--- config.mk ---
export PLATFORM = sky130hd
export DESIGN_NAME = sfmr_top
export DESIGN_NICKNAME = d
export VERILOG_FILES = /design/src/hw/sfmr_pkg.sv /design/src/hw/sfmr_sync.sv /design/src/hw/sfmr_top.sv
export VERILOG_INCLUDE_DIRS = /design/src /design/src/hw
export SDC_FILE = /design/constraint.sdc
export NUM_CORES = 1
export LEC_CHECK = 0
export BUFFER_PORTS_ARGS = -buffer_cell sky130_fd_sc_hd__buf_2
export CAP_MARGIN = 40
export CORE_MARGIN = 1
export CORE_UTILIZATION = 55
export DETAILED_ROUTE_END_ITERATION = 10
export GPL_TIMING_DRIVEN = 0
export PLACE_DENSITY_LB_ADDON = 0.3
export SLEW_MARGIN = 20
export SYNTH_ARGS = -nofsm -noshare
export SYNTH_HDL_FRONTEND = slang
export SYNTH_SLANG_ARGS = --single-unit
--- constraint.sdc ---
create_clock -name core_clk -period 4.2 [get_ports core_clk]
set_input_delay 0.21 -clock core_clk [delete_from_list [all_inputs] [get_ports core_clk]]
set_output_delay 0.21 -clock core_clk [all_outputs]
set_load 0.1 [all_outputs]
--- src/hw/sfmr_regs.svh ---
// Opcodes, phase lengths and reset values of the multi-line flash read front end
`ifndef SFMR_REGS_SVH
`define SFMR_REGS_SVH

// Command opcodes
`define SFMR_OP_QUAD_OUT     8'h6B
`define SFMR_OP_QUAD_IO      8'hEB
`define SFMR_OP_DUAL_OUT     8'h3B
`define SFMR_OP_DUAL_IO      8'hBB
`define SFMR_OP_SET_BURST    8'hC0
`define SFMR_OP_NIBBLE_BURST 8'h0C
`define SFMR_OP_SINGLE_BURST 8'hEC
`define SFMR_OP_ID_READ      8'h9F
`define SFMR_OP_QUAD_EXIT    8'hFF

// Mode byte upper nibble that keeps continuation mode
`define SFMR_MODE_CONTINUE   4'hA

// Phase lengths in serial clocks
`define SFMR_CMD_CLK_SINGLE  6'h08
`define SFMR_CMD_CLK_NIBBLE  6'h02
`define SFMR_ADDR_CLK_X1     6'h18
`define SFMR_ADDR_CLK_X2     6'h0C
`define SFMR_ADDR_CLK_X4     6'h06
`define SFMR_MODE_CLK_X2     6'h04
`define SFMR_MODE_CLK_X4     6'h02
`define SFMR_DUMMY_CLK_X1    6'h08
`define SFMR_DUMMY_CLK_QIO   6'h04
`define SFMR_DUMMY_CLK_BURST 6'h06

// Count value at which the first address byte of a continuation read is complete
`define SFMR_CONT_CHK_X4     6'h05
`define SFMR_CONT_CHK_X2     6'h09

// Lane groups left in a byte after its first group is driven
`define SFMR_LEFT_X1         3'h7
`define SFMR_LEFT_X2         3'h3
`define SFMR_LEFT_X4         3'h1

// Reset values and last identification index
`define SFMR_BURST_LEN_RST   2'h0
`define SFMR_ADDR_RST        24'h00_0000
`define SFMR_ID_LAST_INDEX   2'h2

`endif

--- src/hw/sfmr_pkg.sv ---
// Types shared by the multi-line flash read front end
`default_nettype none

package sfmr_pkg;

  // Transaction phase
  typedef enum logic [2:0] {
    ST_IDLE   = 3'b000,
    ST_CMD    = 3'b001,
    ST_ADDR   = 3'b010,
    ST_MODE   = 3'b011,
    ST_DUMMY  = 3'b100,
    ST_SETLEN = 3'b101,
    ST_DATA   = 3'b110,
    ST_IGNORE = 3'b111
  } sfmr_state_t;

  // Decoded command
  typedef enum logic [3:0] {
    CK_NONE     = 4'b0000,
    CK_QOUT     = 4'b0001,
    CK_QIO      = 4'b0010,
    CK_DOUT     = 4'b0011,
    CK_DIO      = 4'b0100,
    CK_BURSTSET = 4'b0101,
    CK_NBURST   = 4'b0110,
    CK_SBURST   = 4'b0111,
    CK_ID       = 4'b1000,
    CK_EXIT     = 4'b1001
  } sfmr_cmd_t;

  // Number of I/O lines in use
  typedef enum logic [1:0] {
    LN1 = 2'b00,
    LN2 = 2'b01,
    LN4 = 2'b10
  } sfmr_lanes_t;

endpackage : sfmr_pkg

`default_nettype wire

--- src/hw/sfmr_sync.sv ---
// Two-flop synchroniser for a bundle of pin inputs
`timescale 1ns/100ps
`default_nettype none

module sfmr_sync #(
  parameter int unsigned    WIDTH = 1,
  parameter logic [WIDTH-1:0] INIT = '0
) (
  // Clock and reset
  input  wire logic             core_clk,
  input  wire logic             reset,
  // Pin side and clock side
  input  wire logic [WIDTH-1:0] async_in,
  output logic      [WIDTH-1:0] sync_out
);

  logic [WIDTH-1:0] meta_q;  // First stage, read only by the second

  // Two stages, reset to the idle pin level
  always_ff @(posedge core_clk)
  begin
    if (reset)
    begin
      meta_q   <= INIT;
      sync_out <= INIT;
    end
    else
    begin
      meta_q   <= async_in;
      sync_out <= meta_q;
    end
  end

endmodule : sfmr_sync

`default_nettype wire

--- src/hw/sfmr_top.sv ---
// Multi-line read command front end of a serial flash device
`timescale 1ns/100ps
`default_nettype none
`include "sfmr_regs.svh"

// Function
// - 6BH: single-line address, dummy, four-line data
// - Linear read increments address, wraps at top
// - EBH: four-line address, mode, two dummies
// - Mode nibble A: next read skips opcode
// - Other mode value: next transaction needs opcode
// - FFH leaves continuation mode
// - C0H plus one data cycle, both protocols
// - Burst codes 0-3 give 8-64 bytes, default 8
// - 0CH nibble protocol, address, three dummies, wrap
// - ECH address, three dummies, wrapped data
// - Wrap inside aligned burst-length window
// - Read-locked bytes return 00H in wrapped reads
// - Output data changes on serial clock fall
// - 3BH single-line address, dummy, two-line data
// - BBH two-line address and mode, no dummy
// - Dual mode nibble A: next read skips opcode
// - 9FH streams three identification bytes repeatedly
// - Command takes two or eight clocks
// - FFH in continuation only restores opcodes
module sfmr_top
  import sfmr_pkg::*;
#(
  parameter logic [7:0] ID_MAKER = 8'h5A,  // Arbitrary value
  parameter logic [7:0] ID_TYPE  = 8'hA5,  // Arbitrary value
  parameter logic [7:0] ID_CODE  = 8'h3C   // Arbitrary value
) (
  // Clock and reset
  input  wire logic        core_clk,
  input  wire logic        reset,
  // Serial pins from the host
  input  wire logic        chip_select_n,
  input  wire logic        serial_clk,
  input  wire logic [3:0]  serial_io_in,
  output logic      [3:0]  serial_io_out,
  output logic      [3:0]  serial_io_oe,
  // Array read port
  output logic      [23:0] mem_addr,
  input  wire logic [7:0]  mem_rdata,
  input  wire logic        mem_locked,
  // Configuration from neighbouring logic
  input  wire logic        io_config_bit,
  input  wire logic        enter_nibble_wide,
  output logic             nibble_wide_protocol,
  output logic      [1:0]  burst_len
);

  // Synchronised pins
  logic [5:0]  sync_bus;            // Chip select, clock, four lines
  logic        cs_n_s;              // Chip select, clock domain
  logic        sck_s;               // Serial clock, clock domain
  logic [3:0]  io_s;                // I/O lines, clock domain
  logic        sck_p_q;             // Serial clock one cycle back
  logic        cs_p_q;              // Chip select one cycle back
  logic        sck_rise;            // Sampling edge
  logic        sck_fall;            // Output edge
  logic        cs_fall;             // Transaction start

  // Sequencer state
  sfmr_state_t st_q, st_d;          // Phase
  sfmr_cmd_t   kind_q, kind_d;      // Command in progress
  sfmr_cmd_t   cmd_kind;            // Decode of the received opcode
  sfmr_lanes_t inw_q, inw_d;        // Input lanes
  sfmr_lanes_t outw;                // Output lanes of the command
  logic [5:0]  cnt_q, cnt_d;        // Clocks left in the phase
  logic [23:0] rx_q, rx_d;          // Input shift register
  logic        last_clk;            // Final clock of a phase
  logic [7:0]  opcode;              // Received command byte

  // Mode and continuation state
  logic        cont_q;              // Continuation mode armed
  logic        cont_dual_q;         // Continuation is of the dual kind
  logic        chk_q;               // First address byte still unchecked
  logic [5:0]  chk_cnt;             // Count at which that byte completes
  logic        exit_hit;            // Exit byte seen in place of address
  logic        nibble_q;            // Nibble-wide protocol active
  logic [1:0]  blen_q;              // Burst length code

  // Address and output path
  logic [23:0] addr_q;              // Read pointer
  logic [23:0] addr_inc;            // Pointer plus one
  logic [23:0] addr_wrap;           // Pointer stepped inside the window
  logic [23:0] addr_nx;             // Pointer after this byte
  logic [5:0]  wrap_mask;           // Offset bits inside the window
  logic        is_wrap;             // Wrapped burst command
  logic [7:0]  id_byte;             // Identification byte at the pointer
  logic [7:0]  new_byte;            // Next byte to send
  logic [7:0]  out_src;             // Byte whose top lanes go out now
  logic [7:0]  out_sh_q;            // Remaining bits of current byte
  logic [7:0]  sh_nx;               // Remaining bits after this group
  logic [2:0]  out_left_q;          // Lane groups left in current byte
  logic [2:0]  left_nx;             // Lane groups left after this one
  logic [3:0]  out_pins;            // Next pin levels
  logic [3:0]  oe_pins;             // Next pin enables
  logic [3:0]  io_out_q;            // Driven pin levels
  logic [3:0]  io_oe_q;             // Driven pin enables

  // Pin synchroniser; chip select idles high
  sfmr_sync #(
    .WIDTH (6),
    .INIT  (6'h20)
  ) sfmr_sync_inst (
    .core_clk (core_clk),
    .reset    (reset),
    .async_in ({chip_select_n, serial_clk, serial_io_in}),
    .sync_out (sync_bus)
  );

  assign cs_n_s = sync_bus[5];
  assign sck_s  = sync_bus[4];
  assign io_s   = sync_bus[3:0];

  // Edge detection on the synchronised pins
  assign sck_rise = sck_s & ~sck_p_q;
  assign sck_fall = ~sck_s & sck_p_q;
  assign cs_fall  = ~cs_n_s & cs_p_q;

  // Input shift by the lanes in use
  assign rx_d = (inw_q == LN1) ? {rx_q[22:0], io_s[0]} :
                (inw_q == LN2) ? {rx_q[21:0], io_s[1:0]} :
                                 {rx_q[19:0], io_s};
  assign opcode   = rx_d[7:0];
  assign last_clk = sck_rise && (cnt_q == 6'h01);

  // Opcode decode; quad reads need the configuration bit
  always_comb
  begin
    case (opcode)
      `SFMR_OP_QUAD_OUT:     cmd_kind = (!nibble_q && io_config_bit) ? CK_QOUT : CK_NONE;
      `SFMR_OP_QUAD_IO:      cmd_kind = (!nibble_q && io_config_bit) ? CK_QIO : CK_NONE;
      `SFMR_OP_DUAL_OUT:     cmd_kind = nibble_q ? CK_NONE : CK_DOUT;
      `SFMR_OP_DUAL_IO:      cmd_kind = nibble_q ? CK_NONE : CK_DIO;
      `SFMR_OP_SET_BURST:    cmd_kind = CK_BURSTSET;
      `SFMR_OP_NIBBLE_BURST: cmd_kind = nibble_q ? CK_NBURST : CK_NONE;
      `SFMR_OP_SINGLE_BURST: cmd_kind = nibble_q ? CK_NONE : CK_SBURST;
      `SFMR_OP_ID_READ:      cmd_kind = nibble_q ? CK_NONE : CK_ID;
      `SFMR_OP_QUAD_EXIT:    cmd_kind = CK_EXIT;
      default:               cmd_kind = CK_NONE;
    endcase
  end

  // Output lane count per command
  assign outw = (kind_q == CK_DOUT || kind_q == CK_DIO) ? LN2 :
                (kind_q == CK_ID) ? LN1 : LN4;

  // Exit byte in the first address slot of a continuation read
  assign chk_cnt  = cont_dual_q ? `SFMR_CONT_CHK_X2 : `SFMR_CONT_CHK_X4;
  assign exit_hit = sck_rise && (st_q == ST_ADDR) && chk_q && (cnt_q == chk_cnt)
                    && (rx_d[7:0] == `SFMR_OP_QUAD_EXIT);

  // Phase sequencer
  always_comb
  begin
    st_d   = st_q;
    kind_d = kind_q;
    cnt_d  = cnt_q;
    inw_d  = inw_q;
    if (cs_n_s)
    begin
      st_d = ST_IDLE;
    end
    else if (cs_fall)
    begin
      if (cont_q)
      begin
        // Opcode skipped, address straight away
        st_d   = ST_ADDR;
        kind_d = cont_dual_q ? CK_DIO : CK_QIO;
        inw_d  = cont_dual_q ? LN2 : LN4;
        cnt_d  = cont_dual_q ? `SFMR_ADDR_CLK_X2 : `SFMR_ADDR_CLK_X4;
      end
      else
      begin
        st_d   = ST_CMD;
        kind_d = CK_NONE;
        inw_d  = nibble_q ? LN4 : LN1;
        cnt_d  = nibble_q ? `SFMR_CMD_CLK_NIBBLE : `SFMR_CMD_CLK_SINGLE;
      end
    end
    else if (exit_hit)
    begin
      st_d = ST_IGNORE;
    end
    else if (sck_rise && st_q != ST_DATA && st_q != ST_IDLE && st_q != ST_IGNORE)
    begin
      cnt_d = cnt_q - 6'h01;
      if (last_clk)
      begin
        case (st_q)
          ST_CMD:
          begin
            kind_d = cmd_kind;
            case (cmd_kind)
              // Single-line address
              CK_QOUT, CK_DOUT:
              begin
                st_d  = ST_ADDR;
                inw_d = LN1;
                cnt_d = `SFMR_ADDR_CLK_X1;
              end
              // Four-line address
              CK_QIO, CK_NBURST, CK_SBURST:
              begin
                st_d  = ST_ADDR;
                inw_d = LN4;
                cnt_d = `SFMR_ADDR_CLK_X4;
              end
              // Two-line address
              CK_DIO:
              begin
                st_d  = ST_ADDR;
                inw_d = LN2;
                cnt_d = `SFMR_ADDR_CLK_X2;
              end
              // One data cycle in the current protocol
              CK_BURSTSET:
              begin
                st_d  = ST_SETLEN;
                cnt_d = nibble_q ? `SFMR_CMD_CLK_NIBBLE : `SFMR_CMD_CLK_SINGLE;
              end
              // Data right after the opcode
              CK_ID:
              begin
                st_d = ST_DATA;
              end
              default:
              begin
                st_d = ST_IGNORE;
              end
            endcase
          end
          ST_ADDR:
          begin
            case (kind_q)
              CK_QIO:
              begin
                st_d  = ST_MODE;
                cnt_d = `SFMR_MODE_CLK_X4;
              end
              CK_DIO:
              begin
                st_d  = ST_MODE;
                cnt_d = `SFMR_MODE_CLK_X2;
              end
              CK_NBURST, CK_SBURST:
              begin
                st_d  = ST_DUMMY;
                cnt_d = `SFMR_DUMMY_CLK_BURST;
              end
              default:
              begin
                st_d  = ST_DUMMY;
                cnt_d = `SFMR_DUMMY_CLK_X1;
              end
            endcase
          end
          ST_MODE:
          begin
            if (kind_q == CK_QIO)
            begin
              st_d  = ST_DUMMY;
              cnt_d = `SFMR_DUMMY_CLK_QIO;
            end
            else
            begin
              st_d = ST_DATA;
            end
          end
          ST_DUMMY:  st_d = ST_DATA;
          ST_SETLEN: st_d = ST_IGNORE;
          default:   st_d = st_q;
        endcase
      end
    end
  end

  // Sequencer registers
  always_ff @(posedge core_clk)
  begin
    if (reset)
    begin
      st_q    <= ST_IDLE;
      kind_q  <= CK_NONE;
      inw_q   <= LN1;
      cnt_q   <= 6'h00;
      rx_q    <= 24'h00_0000;
      sck_p_q <= 1'b0;
      cs_p_q  <= 1'b1;
    end
    else
    begin
      st_q    <= st_d;
      kind_q  <= kind_d;
      inw_q   <= inw_d;
      cnt_q   <= cnt_d;
      rx_q    <= sck_rise ? rx_d : rx_q;
      sck_p_q <= sck_s;
      cs_p_q  <= cs_n_s;
    end
  end

  // Continuation and protocol mode
  always_ff @(posedge core_clk)
  begin
    if (reset)
    begin
      cont_q      <= 1'b0;
      cont_dual_q <= 1'b0;
      chk_q       <= 1'b0;
      nibble_q    <= 1'b0;
    end
    else if (exit_hit)
    begin
      cont_q <= 1'b0;
      chk_q  <= 1'b0;
    end
    else if (cs_fall)
    begin
      chk_q <= cont_q;
    end
    else if (last_clk && st_q == ST_MODE)
    begin
      cont_q      <= (rx_d[7:4] == `SFMR_MODE_CONTINUE);
      cont_dual_q <= (kind_q == CK_DIO);
    end
    else if (last_clk && st_q == ST_CMD && cmd_kind == CK_EXIT)
    begin
      nibble_q <= 1'b0;
    end
    else if (enter_nibble_wide && cs_n_s)
    begin
      nibble_q <= 1'b1;
    end
    else if (sck_rise && st_q == ST_ADDR && cnt_q == chk_cnt)
    begin
      chk_q <= 1'b0;
    end
  end

  // Burst length code, upper bits must be zero
  always_ff @(posedge core_clk)
  begin
    if (reset)
      blen_q <= `SFMR_BURST_LEN_RST;
    else if (last_clk && st_q == ST_SETLEN && rx_d[7:2] == 6'h00)
      blen_q <= rx_d[1:0];
  end

  // Address stepping
  assign wrap_mask = {blen_q == 2'h3, blen_q[1], blen_q != 2'h0, 3'h7};
  assign addr_inc  = addr_q + 24'h00_0001;
  assign addr_wrap = {addr_q[23:6], (addr_q[5:0] & ~wrap_mask) | (addr_inc[5:0] & wrap_mask)};
  assign is_wrap   = (kind_q == CK_NBURST) || (kind_q == CK_SBURST);
  assign addr_nx   = (kind_q == CK_ID) ? ((addr_q[1:0] == `SFMR_ID_LAST_INDEX) ? `SFMR_ADDR_RST : addr_inc) :
                     is_wrap ? addr_wrap : addr_inc;

  // Read pointer; identification reads index from zero
  always_ff @(posedge core_clk)
  begin
    if (reset)
      addr_q <= `SFMR_ADDR_RST;
    else if (last_clk && st_q == ST_CMD && cmd_kind == CK_ID)
      addr_q <= `SFMR_ADDR_RST;
    else if (last_clk && st_q == ST_ADDR)
      addr_q <= rx_d;
    else if (sck_fall && st_q == ST_DATA && out_left_q == 3'h0)
      addr_q <= addr_nx;
  end

  // Byte selection and lane mapping
  assign id_byte  = (addr_q[1:0] == 2'h0) ? ID_MAKER :
                    (addr_q[1:0] == 2'h1) ? ID_TYPE : ID_CODE;
  assign new_byte = (kind_q == CK_ID) ? id_byte :
                    (is_wrap && mem_locked) ? 8'h00 : mem_rdata;
  assign out_src  = (out_left_q == 3'h0) ? new_byte : out_sh_q;
  assign sh_nx    = (outw == LN1) ? {out_src[6:0], 1'b0} :
                    (outw == LN2) ? {out_src[5:0], 2'h0} : {out_src[3:0], 4'h0};
  assign left_nx  = (out_left_q != 3'h0) ? out_left_q - 3'h1 :
                    (outw == LN1) ? `SFMR_LEFT_X1 :
                    (outw == LN2) ? `SFMR_LEFT_X2 : `SFMR_LEFT_X4;
  assign out_pins = (outw == LN1) ? {2'h0, out_src[7], 1'b0} :
                    (outw == LN2) ? {2'h0, out_src[7:6]} : out_src[7:4];
  assign oe_pins  = (outw == LN1) ? 4'h2 : (outw == LN2) ? 4'h3 : 4'hF;

  // Output shifter, updated on the falling serial edge
  always_ff @(posedge core_clk)
  begin
    if (reset || cs_n_s)
    begin
      io_out_q   <= 4'h0;
      io_oe_q    <= 4'h0;
      out_sh_q   <= 8'h00;
      out_left_q <= 3'h0;
    end
    else if (sck_fall && st_q == ST_DATA)
    begin
      io_out_q   <= out_pins;
      io_oe_q    <= oe_pins;
      out_sh_q   <= sh_nx;
      out_left_q <= left_nx;
    end
  end

  // Outputs
  assign serial_io_out        = io_out_q;
  assign serial_io_oe         = io_oe_q;
  assign mem_addr             = addr_q;
  assign nibble_wide_protocol = nibble_q;
  assign burst_len            = blen_q;

endmodule : sfmr_top

`default_nettype wire

# Word level (Yosys, flattened, before mapping)
# Cells that the tools add are included.
[totals]
reg_bits = 101
out_inout_bits = 35
wordCells = 216
input_bits = 19
[classes]
n_eq_ne = 45
n_addsub = 3
muxes = 75
reduce_logical = 60
bitwise_logic = 13
[op_table]
columns = ["operator", "count"]
rows = [
  ["24-bit 2-to-1 mux", 7],
  ["4-bit 2-to-1 mux", 14],
  ["8-bit 2-to-1 mux", 7],
  ["8-bit == test (second input constant)", 6],
  ["3-bit 2-to-1 mux", 12],
  ["4-bit case mux with 9 select lines", 1],
  ["2-bit 2-to-1 mux", 15],
  ["6-bit 2-to-1 mux", 5],
  ["4-bit by 3-bit == test with 1-bit output (second input constant)", 7],
  ["24-bit by 1-bit adder with 24-bit output (second input constant)", 1],
  ["6-bit case mux with 4 select lines", 1],
  ["1-bit logical AND", 21],
  ["6-bit case mux with 3 select lines", 1],
  ["4-bit by 2-bit == test with 1-bit output (second input constant)", 4],
  ["4-bit == test (second input constant)", 4],
  ["3-bit case mux with 5 select lines", 1],
  ["2-bit nonzero test", 7],
  ["6-bit AND", 2],
  ["4-bit case mux with 3 select lines", 1],
  ["3-bit nonzero test", 4],
  ["2-bit OR reduction", 6],
  ["3-bit == test (second input constant)", 3],
  ["3-bit case mux with 3 select lines", 1],
  ["3-bit AND reduction", 3],
  ["34 further kinds", 62],
]

# Longest topological paths before layout
# Gate-level depths: netlist (run 1).
[depth]
depth_word = 13
depth_mapped = 11
depth_no_buf = 10

# By module
# A second synthesis (run 1) with hierarchy kept.
[hier_totals]
hier_cells = 783
area_unflattened_um2 = 5869.4
[modules_own_cells]
columns = ["module", "cells_each", "n_inst", "seq_area_each_um2", "area_per_inst_um2"]
rows = [
  ["sfmr_top", 758, 1, 1741.7, 5542.8],
  ["sfmr_sync", 25, 1, 240.2, 326.6],
]

# Worst setup path after synthesis (run 1)
# Ideal clock, no wire load.
[synth_path]
path_kind = "register to register"
start = "register addr_q[0] (netlist: mem_addr[0])"
end = "register addr_q[22] (netlist: mem_addr[22])"
period_less_slack_ns = 2.991
arrival_ns = 2.923
path_buffers = 1
path_stages_with_launch = 10
slack_ns = 1.209
required_time_ns = 4.132
setup_ns = 0.068
path_cell_list = "dfxtp_1 clkbuf_1 and4_1 and4_1 nand4_1 nor2_1 nand4_1 o32ai_1 a22oi_1 nor2_1"
[synth_via]
elab_chain_cells = 5
word_cells_on_any_way = 7
cone_classes = "add/sub: 1; eq/ne: 1; mux: 5"
[synth_rtl]
columns = ["item", "line_no", "source"]
rows = [
  ["start, declared", "sfmr_top.sv:85", "logic [23:0] addr_q;"],
  ["start signal, assigned", "sfmr_top.sv:366", "addr_q <= `SFMR_ADDR_RST;"],
  ["start signal, assigned", "sfmr_top.sv:368", "addr_q <= `SFMR_ADDR_RST;"],
  ["start signal, assigned", "sfmr_top.sv:370", "addr_q <= rx_d;"],
  ["24-bit by 1-bit adder with 24-bit output or 2-bit == test (tied branches)", "-", ""],
  ["24-bit 2-to-1 mux (on tied branches)", "sfmr_top.sv:360, sfmr_top.sv:359", ""],
  ["24-bit 2-to-1 mux *", "sfmr_top.sv:359", "assign addr_nx = (kind_q == CK_ID) ? ((addr_q[1:0] == `SFMR_ID_LAST_INDEX) ? `SFMR_ADDR_RST : addr_inc) :"],
  ["24-bit 2-to-1 mux *", "sfmr_top.sv:371", "else if (sck_fall && st_q == ST_DATA && out_left_q == 3'h0)"],
  ["24-bit 2-to-1 mux *", "sfmr_top.sv:369", "else if (last_clk && st_q == ST_ADDR)"],
]
# Mark *: on every way between the ends. The rest lies on a longest branch, timed or not. The select of a mux whose other input is x is not followed.
# A chain may end at the register's enable or synchronous reset.

# Worst setup path in the final report (run 1)
[layout_path]
start = "register sfmr_sync_inst.sync_out[4]"
end = "register addr_q[22] (netlist: mem_addr[22])"
[layout_via]
elab_chain_cells = 6
word_cells_on_any_way = 14
cone_classes = "eq/ne: 1; mux: 1; bitwise: 3; reduce/logical: 9"
[layout_rtl]
columns = ["item", "line_no", "source"]
rows = [
  ["start, declared", "sfmr_sync.sv:14", "output logic [WIDTH-1:0] sync_out"],
  ["start signal, assigned", "sfmr_sync.sv:30", "sync_out <= meta_q;"],
  ["1-bit NOT", "sfmr_top.sv:120", "assign sck_fall = ~sck_s & sck_p_q;"],
  ["1-bit AND", "sfmr_top.sv:120", ""],
  ["1-bit logical AND (2 in series)", "sfmr_top.sv:371", ""],
  ["2-bit nonzero test (no line)", "-", ""],
  ["2-bit AND reduction (no line)", "-", ""],
  ["end signal, assigned", "sfmr_top.sv:368", ""],
  ["end signal, assigned", "sfmr_top.sv:370", ""],
  ["end signal, assigned", "sfmr_top.sv:372", "addr_q <= addr_nx;"],
]
# Several ways; a longest one is shown, not always the timed one.

==> results of run 1 <==
## cells in the mapped netlist, types with 4 or more instances
cell	number	area, µm²
ha_1	6	75.07
a31oi_1	6	37.54
nand2b_1	5	31.28
and4_1	5	43.79
inv_1	17	63.81
or2_2	5	31.28
clkbuf_1	42	157.7
nand2_1	74	277.8
nor2_1	124	465.5
a21oi_1	100	500.5
nor2b_1	20	125.1
a211oi_1	7	52.55
nor4_1	6	37.54
o21ai_2	4	35.03
nor3_1	27	135.1
o32ai_1	12	105.1
mux2i_1	29	290.3
nand3_1	18	90.09
dfxtp_1	99	1982
a311oi_1	7	61.31
nand4_1	8	50.05
nor4b_1	5	43.79
and2_1	4	25.02
nor3b_1	10	75.07
a22oi_1	9	67.56
a221oi_1	6	52.55
o21ai_0	49	245.2
and3_1	6	37.54
## final cells by class
class                           instances  area share
Timing Repair Buffer                   56     0.04415
Inverter                               18     0.01036
Multi-Input combinational cell        618      0.5512
Clock buffer                           11     0.02169
Sequential cell                        99      0.3040
Tap cell                              136     0.02610
Clock inverter                          5    0.009597
Buffer                                 51     0.03282
## state kept, by name (all words and copies together), names as in the netlist, 4 cells and up, named ones only
register / flops
cnt_q: 6
mem_addr: 21
out_sh_q: 7
serial_io_out: 4
sfmr_sync_inst.meta_q: 6
kind_q: 4
rx_q: 23
sfmr_sync_inst.sync_out: 6
## logic make-up after synthesis
group                    synth area share
AND/OR/NAND/NOR                    0.2767
AO/OA/AOI/OAI                      0.2651
flip-flops                         0.3384
buffers and inverters             0.04806
multiplexers                      0.05148
adder cells (fa/ha/maj)           0.01282
XOR/XNOR                         0.007478
## power by group through the flow
stage,logic [mW],registers (mW),clock network (mW)
CTS,0.133,0.960,0.658
finish,0.136,0.961,0.654
global placement,0.129,0.982,0
detailed placement,0.132,0.982,0
global route,0.147,0.963,0.696
floorplan,0.0839,0.990,0
## per-layer routing
metal / global-route usage / vias up
li1: - / 3001
met4: 0.1650 / 0
met3: 0.07361 / 51
met2: 0.5263 / 301
met1: 0.4203 / 2928
met5: 0 / -
## what timing repair did
action,CTS,global route
hold buffers,1,0
resized for setup,0,0
endpoints found under the hold margin,1,0
## per-stage QoR
stage,cell area [µm²],std cells,hold slack (ps)
2_1_floorplan,5857,786,313.8
3_3_place_gp,6292,975,391.7
3_5_place_dp,6297,976,396.1
4_1_cts,6511,993,16.45
5_1_grt,6519,994,10.42
6_report,6519,994,14.02
## final timing paths
path	from	end	slack, ps	depth (start not counted)
worst max register to register	sfmr_sync_inst.sync_out[4]$_SDFF_PP0_	mem_addr[22]$_SDFFE_PP0P_	800	10
worst min register to register	sfmr_sync_inst.meta_q[5]$_SDFF_PP1_	sfmr_sync_inst.sync_out[5]$_SDFF_PP1_	420	1
worst max-delay path	sfmr_sync_inst.sync_out[4]$_SDFF_PP0_	mem_addr[22]$_SDFFE_PP0P_	800	10
worst min-delay path	serial_io_in[3]	sfmr_sync_inst.meta_q[3]$_SDFF_PP0_	10	2
## worst max-delay path, delay by kind of cell, from the launching register on
kind	cells	cell delay, ps
AOI/OAI and AO/OA	2	390
and+or+nand+nor	5	1300
DFF	1	420
buffers and inverters	3	1160
## cells in the final DEF, fill, tap and decap left out, types with 12 or more instances in the layout
cell type,netlist,final
dfxtp_1,99,99
nand2_1,74,74
inv_1,17,17
mux2i_1,29,29
buf_2,3,57
a21oi_1,100,100
o32ai_1,12,12
nand3_1,18,18
nor2b_1,20,20
clkbuf_1,42,43
nor2_1,124,124
nor3_1,27,27
o21ai_0,49,49
==> flow_metrics.py, run 1 <==
metrics = {
    "power": {
        "p_clk_frac": 0.374,
        "pwr-share-seq": 0.549,
        "power.density_nw_per_um2": 268.6,
        "switchingPower_uw": 463.1,
        "p_sw_frac": 0.2645,
        "p_leak_nw": 2.235,
        "peakVddDrop_mv": 0.2696,
        "combinationalPowerShare": 0.077,
        "p_int_mw": 1.288,
        "power.total_mw": 1.751,
    },
    "timing": {
        "fmax_mhz": 293.9,
        "setup_tns_ps": 0,
        "fin_skew_ps": 11.71,
        "hold_violations": 0,
        "worst_slew_pin_slew_ps": 787.8,
        "rsz0062_at_grt": "no",
        "min_period_ps": 3403,
        "setup_violations": 0,
        "worst_slack_ps": 796.9,
        "slew_violations": 0,
        "slew_headroom": 0.4690,
        "fin_crit_sh": 0.8103,
    },
    "placed_design": {
        "gp_congestion": 0.9670,
        "port_buffers": 53,
        "dp_hpwl_um": 13090,
        "post-place-ws_ps": 919.2,
    },
    "global_routing": {
        "grtUsageTotal": 0.3309,
        "grt_pass1_vias": 5942,
        "grt_pass1_wl_um": 29020,
        "grt_max_degree": 17,
        "grt.overflow.total": 0,
        "antenna_found_initial": 0,
    },
    "critical_path": {
        "max_stage_delay_ps": 630,
        "cp_slowest_cell": "nor2_1",
        "cp.required_ps": 4490,
        "crit_path_end_kind": "register",
        "worst_setup_path_start_kind": "register",
        "arrival_ps": 3690,
        "cp_cell_sequence": "nor2b_1 > clkbuf_1 > nand3_1 > nor2_1 > or3_1 > clkbuf_1 > clkbuf_1 > o32ai_1 > a22oi_1 > nor2_1",
        "path_max_fanout": 10,
        "critPathKind": "register to register",
        "path_common_cell": "clkbuf_1",
    },
    "final_layout": {
        "multi_input_area_um2": 3593,
        "layout.nets": 878,
        "drive_gt1_frac": 0.1131,
        "seq_area_um2": 1982,
        "fillerInstances": 935,
        "n_antenna_cell": 0,
        "fin_util": 0.6314,
        "syn_to_final_growth_pct": 11.30,
    },
    "route": {
        "vias": 6281,
        "post-route-drc-count": 0,
        "dr.pass1.iters": 6,
        "post_drt_wl_per_cell_um": 18.17,
        "wl_met1_um": 7737,
        "dr_wl_met2_um": 8406,
        "wl_um": 18060,
        "drtAntennaViolNets": 0,
        "top_layer": "met4",
        "vias_per_cell": 6.319,
        "route.met3.wl_um": 1320,
        "first_iter_violations": 624,
    },
    "clock_network": {
        "ctsLongestPathBuffers": 2,
        "cts-root-buf": "clkbuf_8",
        "cts_max_level": 3,
        "clkTransAtPathRegs_ps": 100,
        "cts_buffers": 9,
        "cts_sinks": 99,
        "cts_setup_buffers": 0,
        "worst_skew_pair.late_latency_ps": 400,
        "cts_tree": "yes",
    },
    "yosys": {
        "yosys_warnings": 0,
        "synth_fp_nets": 811,
        "syn_inst": 786,
        "async_flop_share": 0,
        "ys.flop_type": "dfxtp_1",
        "yosysSeqAreaShare": 0.3384,
        "synth-edff-count": 0,
        "synth_seq_cells": 99,
        "synth.avg_cell_area_um2": 7.451,
        "ys_types": 72,
        "syn-cell-area_um2": 5857,
    },
    "status": {
        "outcome": "complete, no violations",
    },
    "floorplanning": {
        "die_h_um": 105.2,
        "rows": 37,
        "coreArea_um2": 10320,
        "start_util": 0.5673,
        "die-area_um2": 11070,
        "pin_count": 54,
        "fp.dieW_um": 105.2,
    },
    "flow_run": {
        "max_cap_viol_count": 0,
    },
    "worst_hold_path": {
        "min_path_type": "primary input to register",
    },
}
Power figures use the tool's default switching activity.
==> run 2, diff against run 1 <==
--- a/config.mk
+++ b/config.mk
@@ -9,7 +9,7 @@
 export BUFFER_PORTS_ARGS = -buffer_cell sky130_fd_sc_hd__buf_2
 export CAP_MARGIN = 40
 export CORE_MARGIN = 1
-export CORE_UTILIZATION = 55
+export CORE_UTILIZATION = 54
 export DETAILED_ROUTE_END_ITERATION = 10
 export GPL_TIMING_DRIVEN = 0
 export PLACE_DENSITY_LB_ADDON = 0.3
==> constraint.sdc (replaced) <==
create_clock -name core_clk -period 2.8 [get_ports core_clk]
set_input_delay 0.14 -clock core_clk [delete_from_list [all_inputs] [get_ports core_clk]]
set_output_delay 0.14 -clock core_clk [all_outputs]
set_load 0.1 [all_outputs]
==> flow_metrics.py, run 2 (synthesized netlist as in run 1, its figures left out) <==
metrics = {
    "floorplanning": {
        "die-area_um2": 11270,
        "coreArea_um2": 10420,
        "pin_count": 54,
        "fp.dieW_um": 106.1,
        "start_util": 0.5623,
        "die_h_um": 106.1,
        "rows": 37,
    },
    "final_layout": {
        "layout_common_cells": "nor2_1, a21oi_1, dfxtp_1",
        "largest_reg_flops": 23,
        "fin_util": 0.6762,
        "drive_gt1_frac": 0.1876,
        "n_antenna_cell": 0,
        "final_common_cell": "nor2_1",
        "stdcell_count": 1021,
        "fillerInstances": 882,
        "layout.nets": 905,
        "top_register": "rx_q",
        "syn_to_final_growth_pct": 20.25,
        "seq_area_um2": 1988,
        "multi_input_area_um2": 3834,
        "design_area_um2": 7043,
    },
    "route": {
        "first_iter_violations": 780,
        "wl_um": 19090,
        "vias": 6516,
        "dr.pass1.iters": 5,
        "post_drt_wl_per_cell_um": 18.69,
        "vias_per_cell": 6.382,
        "drtAntennaViolNets": 0,
        "post-route-drc-count": 0,
    },
    "global_routing": {
        "grt_pass1_vias": 5924,
        "grt_pass1_wl_um": 30170,
        "grtUsageTotal": 0.3395,
        "antenna_found_initial": 0,
        "grt.overflow.total": 0,
        "grt_max_degree": 16,
    },
    "timing": {
        "fin_crit_sh": 1.017,
        "worst_slew_pin_slew_ps": 792.8,
        "hold_violations": 0,
        "rsz0062_at_grt": "yes",
        "fmax_mhz": 351.1,
        "min_period_ps": 2848,
        "slew_headroom": 0.4666,
        "setup_violations": 1,
        "worst_slack_ps": -47.81,
        "slew_violations": 0,
        "fin_skew_ps": 17.70,
    },
    "clock_network": {
        "cts_sinks": 99,
        "cts_max_level": 3,
        "cts_tree": "yes",
        "cts_buffers": 9,
        "worst_skew_pair.late_latency_ps": 400,
        "ctsLongestPathBuffers": 2,
        "clkTransAtPathRegs_ps": 90,
        "cts-root-buf": "clkbuf_8",
    },
    "placed_design": {
        "post-place-ws_ps": -491.1,
        "port_buffers": 53,
        "gp_congestion": 0.9630,
        "dp_hpwl_um": 13210,
        "post_dp_cell_area_um2": 6302,
        "placedCellCount": 976,
    },
    "status": {
        "violations": "negative setup slack",
        "outcome": "complete, but fails checks",
    },
    "worst_hold_path": {
        "min_path_type": "primary input to register",
    },
    "power": {
        "power.total_mw": 2.697,
        "p_leak_nw": 2.461,
        "peakVddDrop_mv": 0.3105,
        "power.density_nw_per_um2": 383.0,
    },
    "critical_path": {
        "path_max_fanout": 7,
        "worst_setup_path_start_kind": "register",
        "cp.required_ps": 3100,
        "critPathKind": "register to register",
        "crit_path_end_kind": "register",
        "arrival_ps": 3150,
    },
    "flow_run": {
        "max_cap_viol_count": 0,
    },
}
-- run 2: worst paths after layout --
check / from / end / slack [ps] / cells past startpoint
worst max register to register: inw_q[0]$_SDFFE_PP0P_ / cnt_q[1]$_SDFFE_PP0P_ / -50 / 10
worst min-delay path: reset / out_sh_q[4]$_SDFFE_PP0P_ / 100 / 4
worst max-delay path: inw_q[0]$_SDFFE_PP0P_ / cnt_q[1]$_SDFFE_PP0P_ / -50 / 10
worst min register to register: sfmr_sync_inst.meta_q[5]$_SDFF_PP1_ / sfmr_sync_inst.sync_out[5]$_SDFF_PP1_ / 420 / 1
-- run 2: critical path: stages (launching register included) --
cell and delay, ps:
dfxtp_2 340, buf_8 130, buf_4 110, mux2i_1 280
o21ai_4 140, or4_4 440, or3_4 390, o211a_4 290
a311oi_2 280, o221ai_2 150, a221oi_2 210
-- run 2: routing by layer --
metal / part of all wire / up-vias / global-route usage
li1: - / 3054 / -
met1: 0.41 / 3058 / 0.4366
met2: 0.46 / 336 / 0.5487
met3: 0.084 / 68 / 0.06499
met4: 0.044 / 0 / 0.1558
met5: 0 / - / 0
-- run 2: what timing repair did --
action                     4_1_cts  5_1_grt
setup endpoints to repair       36       36
buffers inserted                19        6
hold buffers                     6        0
pin swaps                       11        9
gates resized for setup         24       43
hold endpoints to repair         6        0
-- run 2: final cells by class --
type / instances / area share
Tap cell: 136 / 0.02416
Sequential cell: 99 / 0.2823
Multi-Input combinational cell: 618 / 0.5443
Buffer: 49 / 0.03233
Timing Repair Buffer: 85 / 0.07568
Inverter: 18 / 0.009593
Clock inverter: 3 / 0.006218
Clock buffer: 13 / 0.02540
-- run 2: report_power, final --
part	switching (mW)	total, mW	internal, mW
logic	0.147	0.229	0.0827
clock network	0.515	1.03	0.511
registers	0.0174	1.44	1.42
total	0.679	2.70	2.02
-- run 2: metrics by stage --
stage | hold WS, ps | setup TNS (ps)
2_1_floorplan | 243.8 | 0
3_3_place_gp | 322.8 | -18420
3_5_place_dp | 327.0 | -10880
4_1_cts | 93.96 | -17.29
5_1_grt | 120.8 | -521.1
6_report | 99.31 | -47.81
==> run 3, diff against run 2 <==
--- a/config.mk
+++ b/config.mk
@@ -12,6 +12,7 @@
 export CORE_UTILIZATION = 54
 export DETAILED_ROUTE_END_ITERATION = 10
 export GPL_TIMING_DRIVEN = 0
+export MAX_ROUTING_LAYER = met4
 export PLACE_DENSITY_LB_ADDON = 0.3
 export SLEW_MARGIN = 20
 export SYNTH_ARGS = -nofsm -noshare
==> flow_metrics.py, run 3 (synthesized netlist as in run 1, its figures left out) <==
metrics = {
    "global_routing": {
        "grtUsageTotal": 0.3534,
        "grt.overflow.total": 0,
        "use_met3": 0.06254,
        "grt_max_degree": 16,
        "use_met1": 0.4395,
        "grtUsageMet2": 0.5598,
        "grt_pass1_wl_um": 30650,
        "busiest_layer": "met2",
        "antenna_found_initial": 0,
        "grt_pass1_vias": 6009,
    },
    "timing": {
        "setup_violations": 3,
        "fin_crit_sh": 1.042,
        "rsz0062_at_grt": "yes",
        "slew_violations": 0,
        "hold_violations": 0,
        "worst_slew_pin_slew_ps": 836.4,
        "worst_slack_ps": -118.9,
        "fmax_mhz": 342.6,
        "min_period_ps": 2919,
        "fin_skew_ps": 12.83,
        "slew_headroom": 0.4424,
    },
    "clock_network": {
        "cts-root-buf": "clkbuf_8",
        "cts_sinks": 99,
        "ctsLongestPathBuffers": 2,
        "cts_max_level": 3,
        "cts_tree": "yes",
        "worst_skew_pair.late_latency_ps": 400,
        "cts_buffers": 9,
        "clkTransAtPathRegs_ps": 90,
    },
    "placed_design": {
        "dp_hpwl_um": 13290,
        "port_buffers": 53,
        "gp_congestion": 0.9822,
        "post_dp_cell_area_um2": 6302,
    },
    "critical_path": {
        "reg2regPathDepth": 9,
        "critPathKind": "register to register",
        "r2r_slack_ps": -120,
        "reg2reg_to": "cnt_q[1]$_SDFFE_PP0P_",
        "arrival_ps": 3220,
        "worst_setup_path_start_kind": "register",
        "r2r_start": "inw_q[0]$_SDFFE_PP0P_",
        "path_max_fanout": 7,
        "crit_path_end_kind": "register",
        "cp.required_ps": 3100,
    },
    "power": {
        "power.density_nw_per_um2": 390.3,
        "p_leak_nw": 2.465,
        "pwr-share-seq": 0.522,
        "p_clk_frac": 0.395,
        "switchingPower_uw": 699.6,
        "p_sw_frac": 0.2532,
        "combinationalPowerShare": 0.083,
        "peakVddDrop_mv": 0.5042,
        "p_int_mw": 2.063,
    },
    "worst_hold_path": {
        "hold_path_end": "nibble_wide_protocol$_SDFFE_PP0P_",
        "holdPathStages": 3,
        "min_path_type": "primary input to register",
        "hp-start": "enter_nibble_wide",
    },
    "route": {
        "vias": 6533,
        "post-route-drc-count": 0,
        "wl_um": 19480,
        "drtAntennaViolNets": 0,
        "dr.pass1.iters": 6,
        "vias_per_cell": 6.399,
        "first_iter_violations": 860,
        "post_drt_wl_per_cell_um": 19.08,
    },
    "final_layout": {
        "n_antenna_cell": 0,
        "design_area_um2": 7078,
        "top_register": "rx_q",
        "syn_to_final_growth_pct": 20.85,
        "largest_reg_flops": 23,
        "layout_common_cells": "nor2_1, a21oi_1, dfxtp_1",
        "layout.nets": 905,
        "final_common_cell": "nor2_1",
        "fin_util": 0.6795,
        "drive_gt1_frac": 0.1910,
    },
    "floorplanning": {
        "fp.dieW_um": 106.1,
        "start_util": 0.5623,
        "coreArea_um2": 10420,
        "pin_count": 54,
        "die_h_um": 106.1,
        "rows": 37,
        "die-area_um2": 11270,
    },
    "status": {
        "outcome": "complete, but fails checks",
        "violations": "negative setup slack",
    },
    "flow_run": {
        "max_cap_viol_count": 0,
    },
}
-- run 3: area by class of cell --
cell class / instances / area (µm²)
Buffer: 48 / 226.5
Clock buffer: 13 / 158.9
Clock inverter: 3 / 68.82
Fill cell: 895 / 3338
Inverter: 18 / 67.56
Multi-Input combinational cell: 618 / 3859
Sequential cell: 99 / 1989
Tap cell: 136 / 170.2
Timing Repair Buffer: 86 / 538.0
-- run 3: worst max path at each step --
stage,to,slack (ps),startpoint,cells after the start
after floorplan,mem_addr[22]$_SDFFE_PP0P_,10,register,8
after global placement,mem_addr[10]$_SDFFE_PP0P_,-680,inw_q[1]$_SDFFE_PP0P_,7
after detailed placement,cnt_q[1]$_SDFFE_PP0P_,-490,st_q[1]$_SDFFE_PP0P_,10
after CTS,cnt_q[1]$_SDFFE_PP0P_,-30,inw_q[0]$_SDFFE_PP0P_,9
after global routing,cnt_q[1]$_SDFFE_PP0P_,-160,inw_q[0]$_SDFFE_PP0P_,9
final,cnt_q[1]$_SDFFE_PP0P_,-120,inw_q[0]$_SDFFE_PP0P_,9
-- run 3: routing by layer --
layer	wire length (µm)	part of all wire	up-vias
met2	9234	0.47	365
met1	8100	0.42	3048
met5	0	0	-
li1	-	-	3053
met4	705	0.036	0
met3	1438	0.074	67
-- run 3: metrics by stage --
step	setup TNS, ps	instances	hold WS [ps]	setup WS [ps]	power [mW]
floorplan	0	786	243.8	11.77	1.611
global placement	-17640	975	321.6	-676.6	1.667
detailed placement	-11460	976	329.7	-492.5	1.672
CTS	-67.80	1012	90.54	-34.22	2.747
global route	-531.8	1021	133.8	-161.2	2.842
finish	-136.8	1021	95.14	-118.9	2.763
-- run 3: power by group through the flow --
| stage | combinational (mW) | clock [mW] | sequential, mW |
|---|---|---|---|
| detailed placement | 0.198 | 0 | 1.47 |
| global route | 0.245 | 1.15 | 1.45 |
| CTS | 0.212 | 1.09 | 1.44 |
| floorplan | 0.126 | 0 | 1.49 |
| finish | 0.228 | 1.09 | 1.44 |
| global placement | 0.194 | 0 | 1.47 |
-- run 3: critical path, cell delays in order, from the launching register on --
cell and delay (ps):
dfxtp_2 340, buf_8 150, mux2i_4 300, o21ai_4 120, or4_4 490, or3_4 420
and3_4 230, a311oi_4 340, o221ai_2 170, a221oi_2 260
-- run 3: timing repair --
item	in CTS	in global routing
pin swaps	11	11
setup endpoints to repair	36	39
setup buffers	15	11
gates resized for setup	30	41
hold endpoints to repair	6	0
hold buffers	6	0
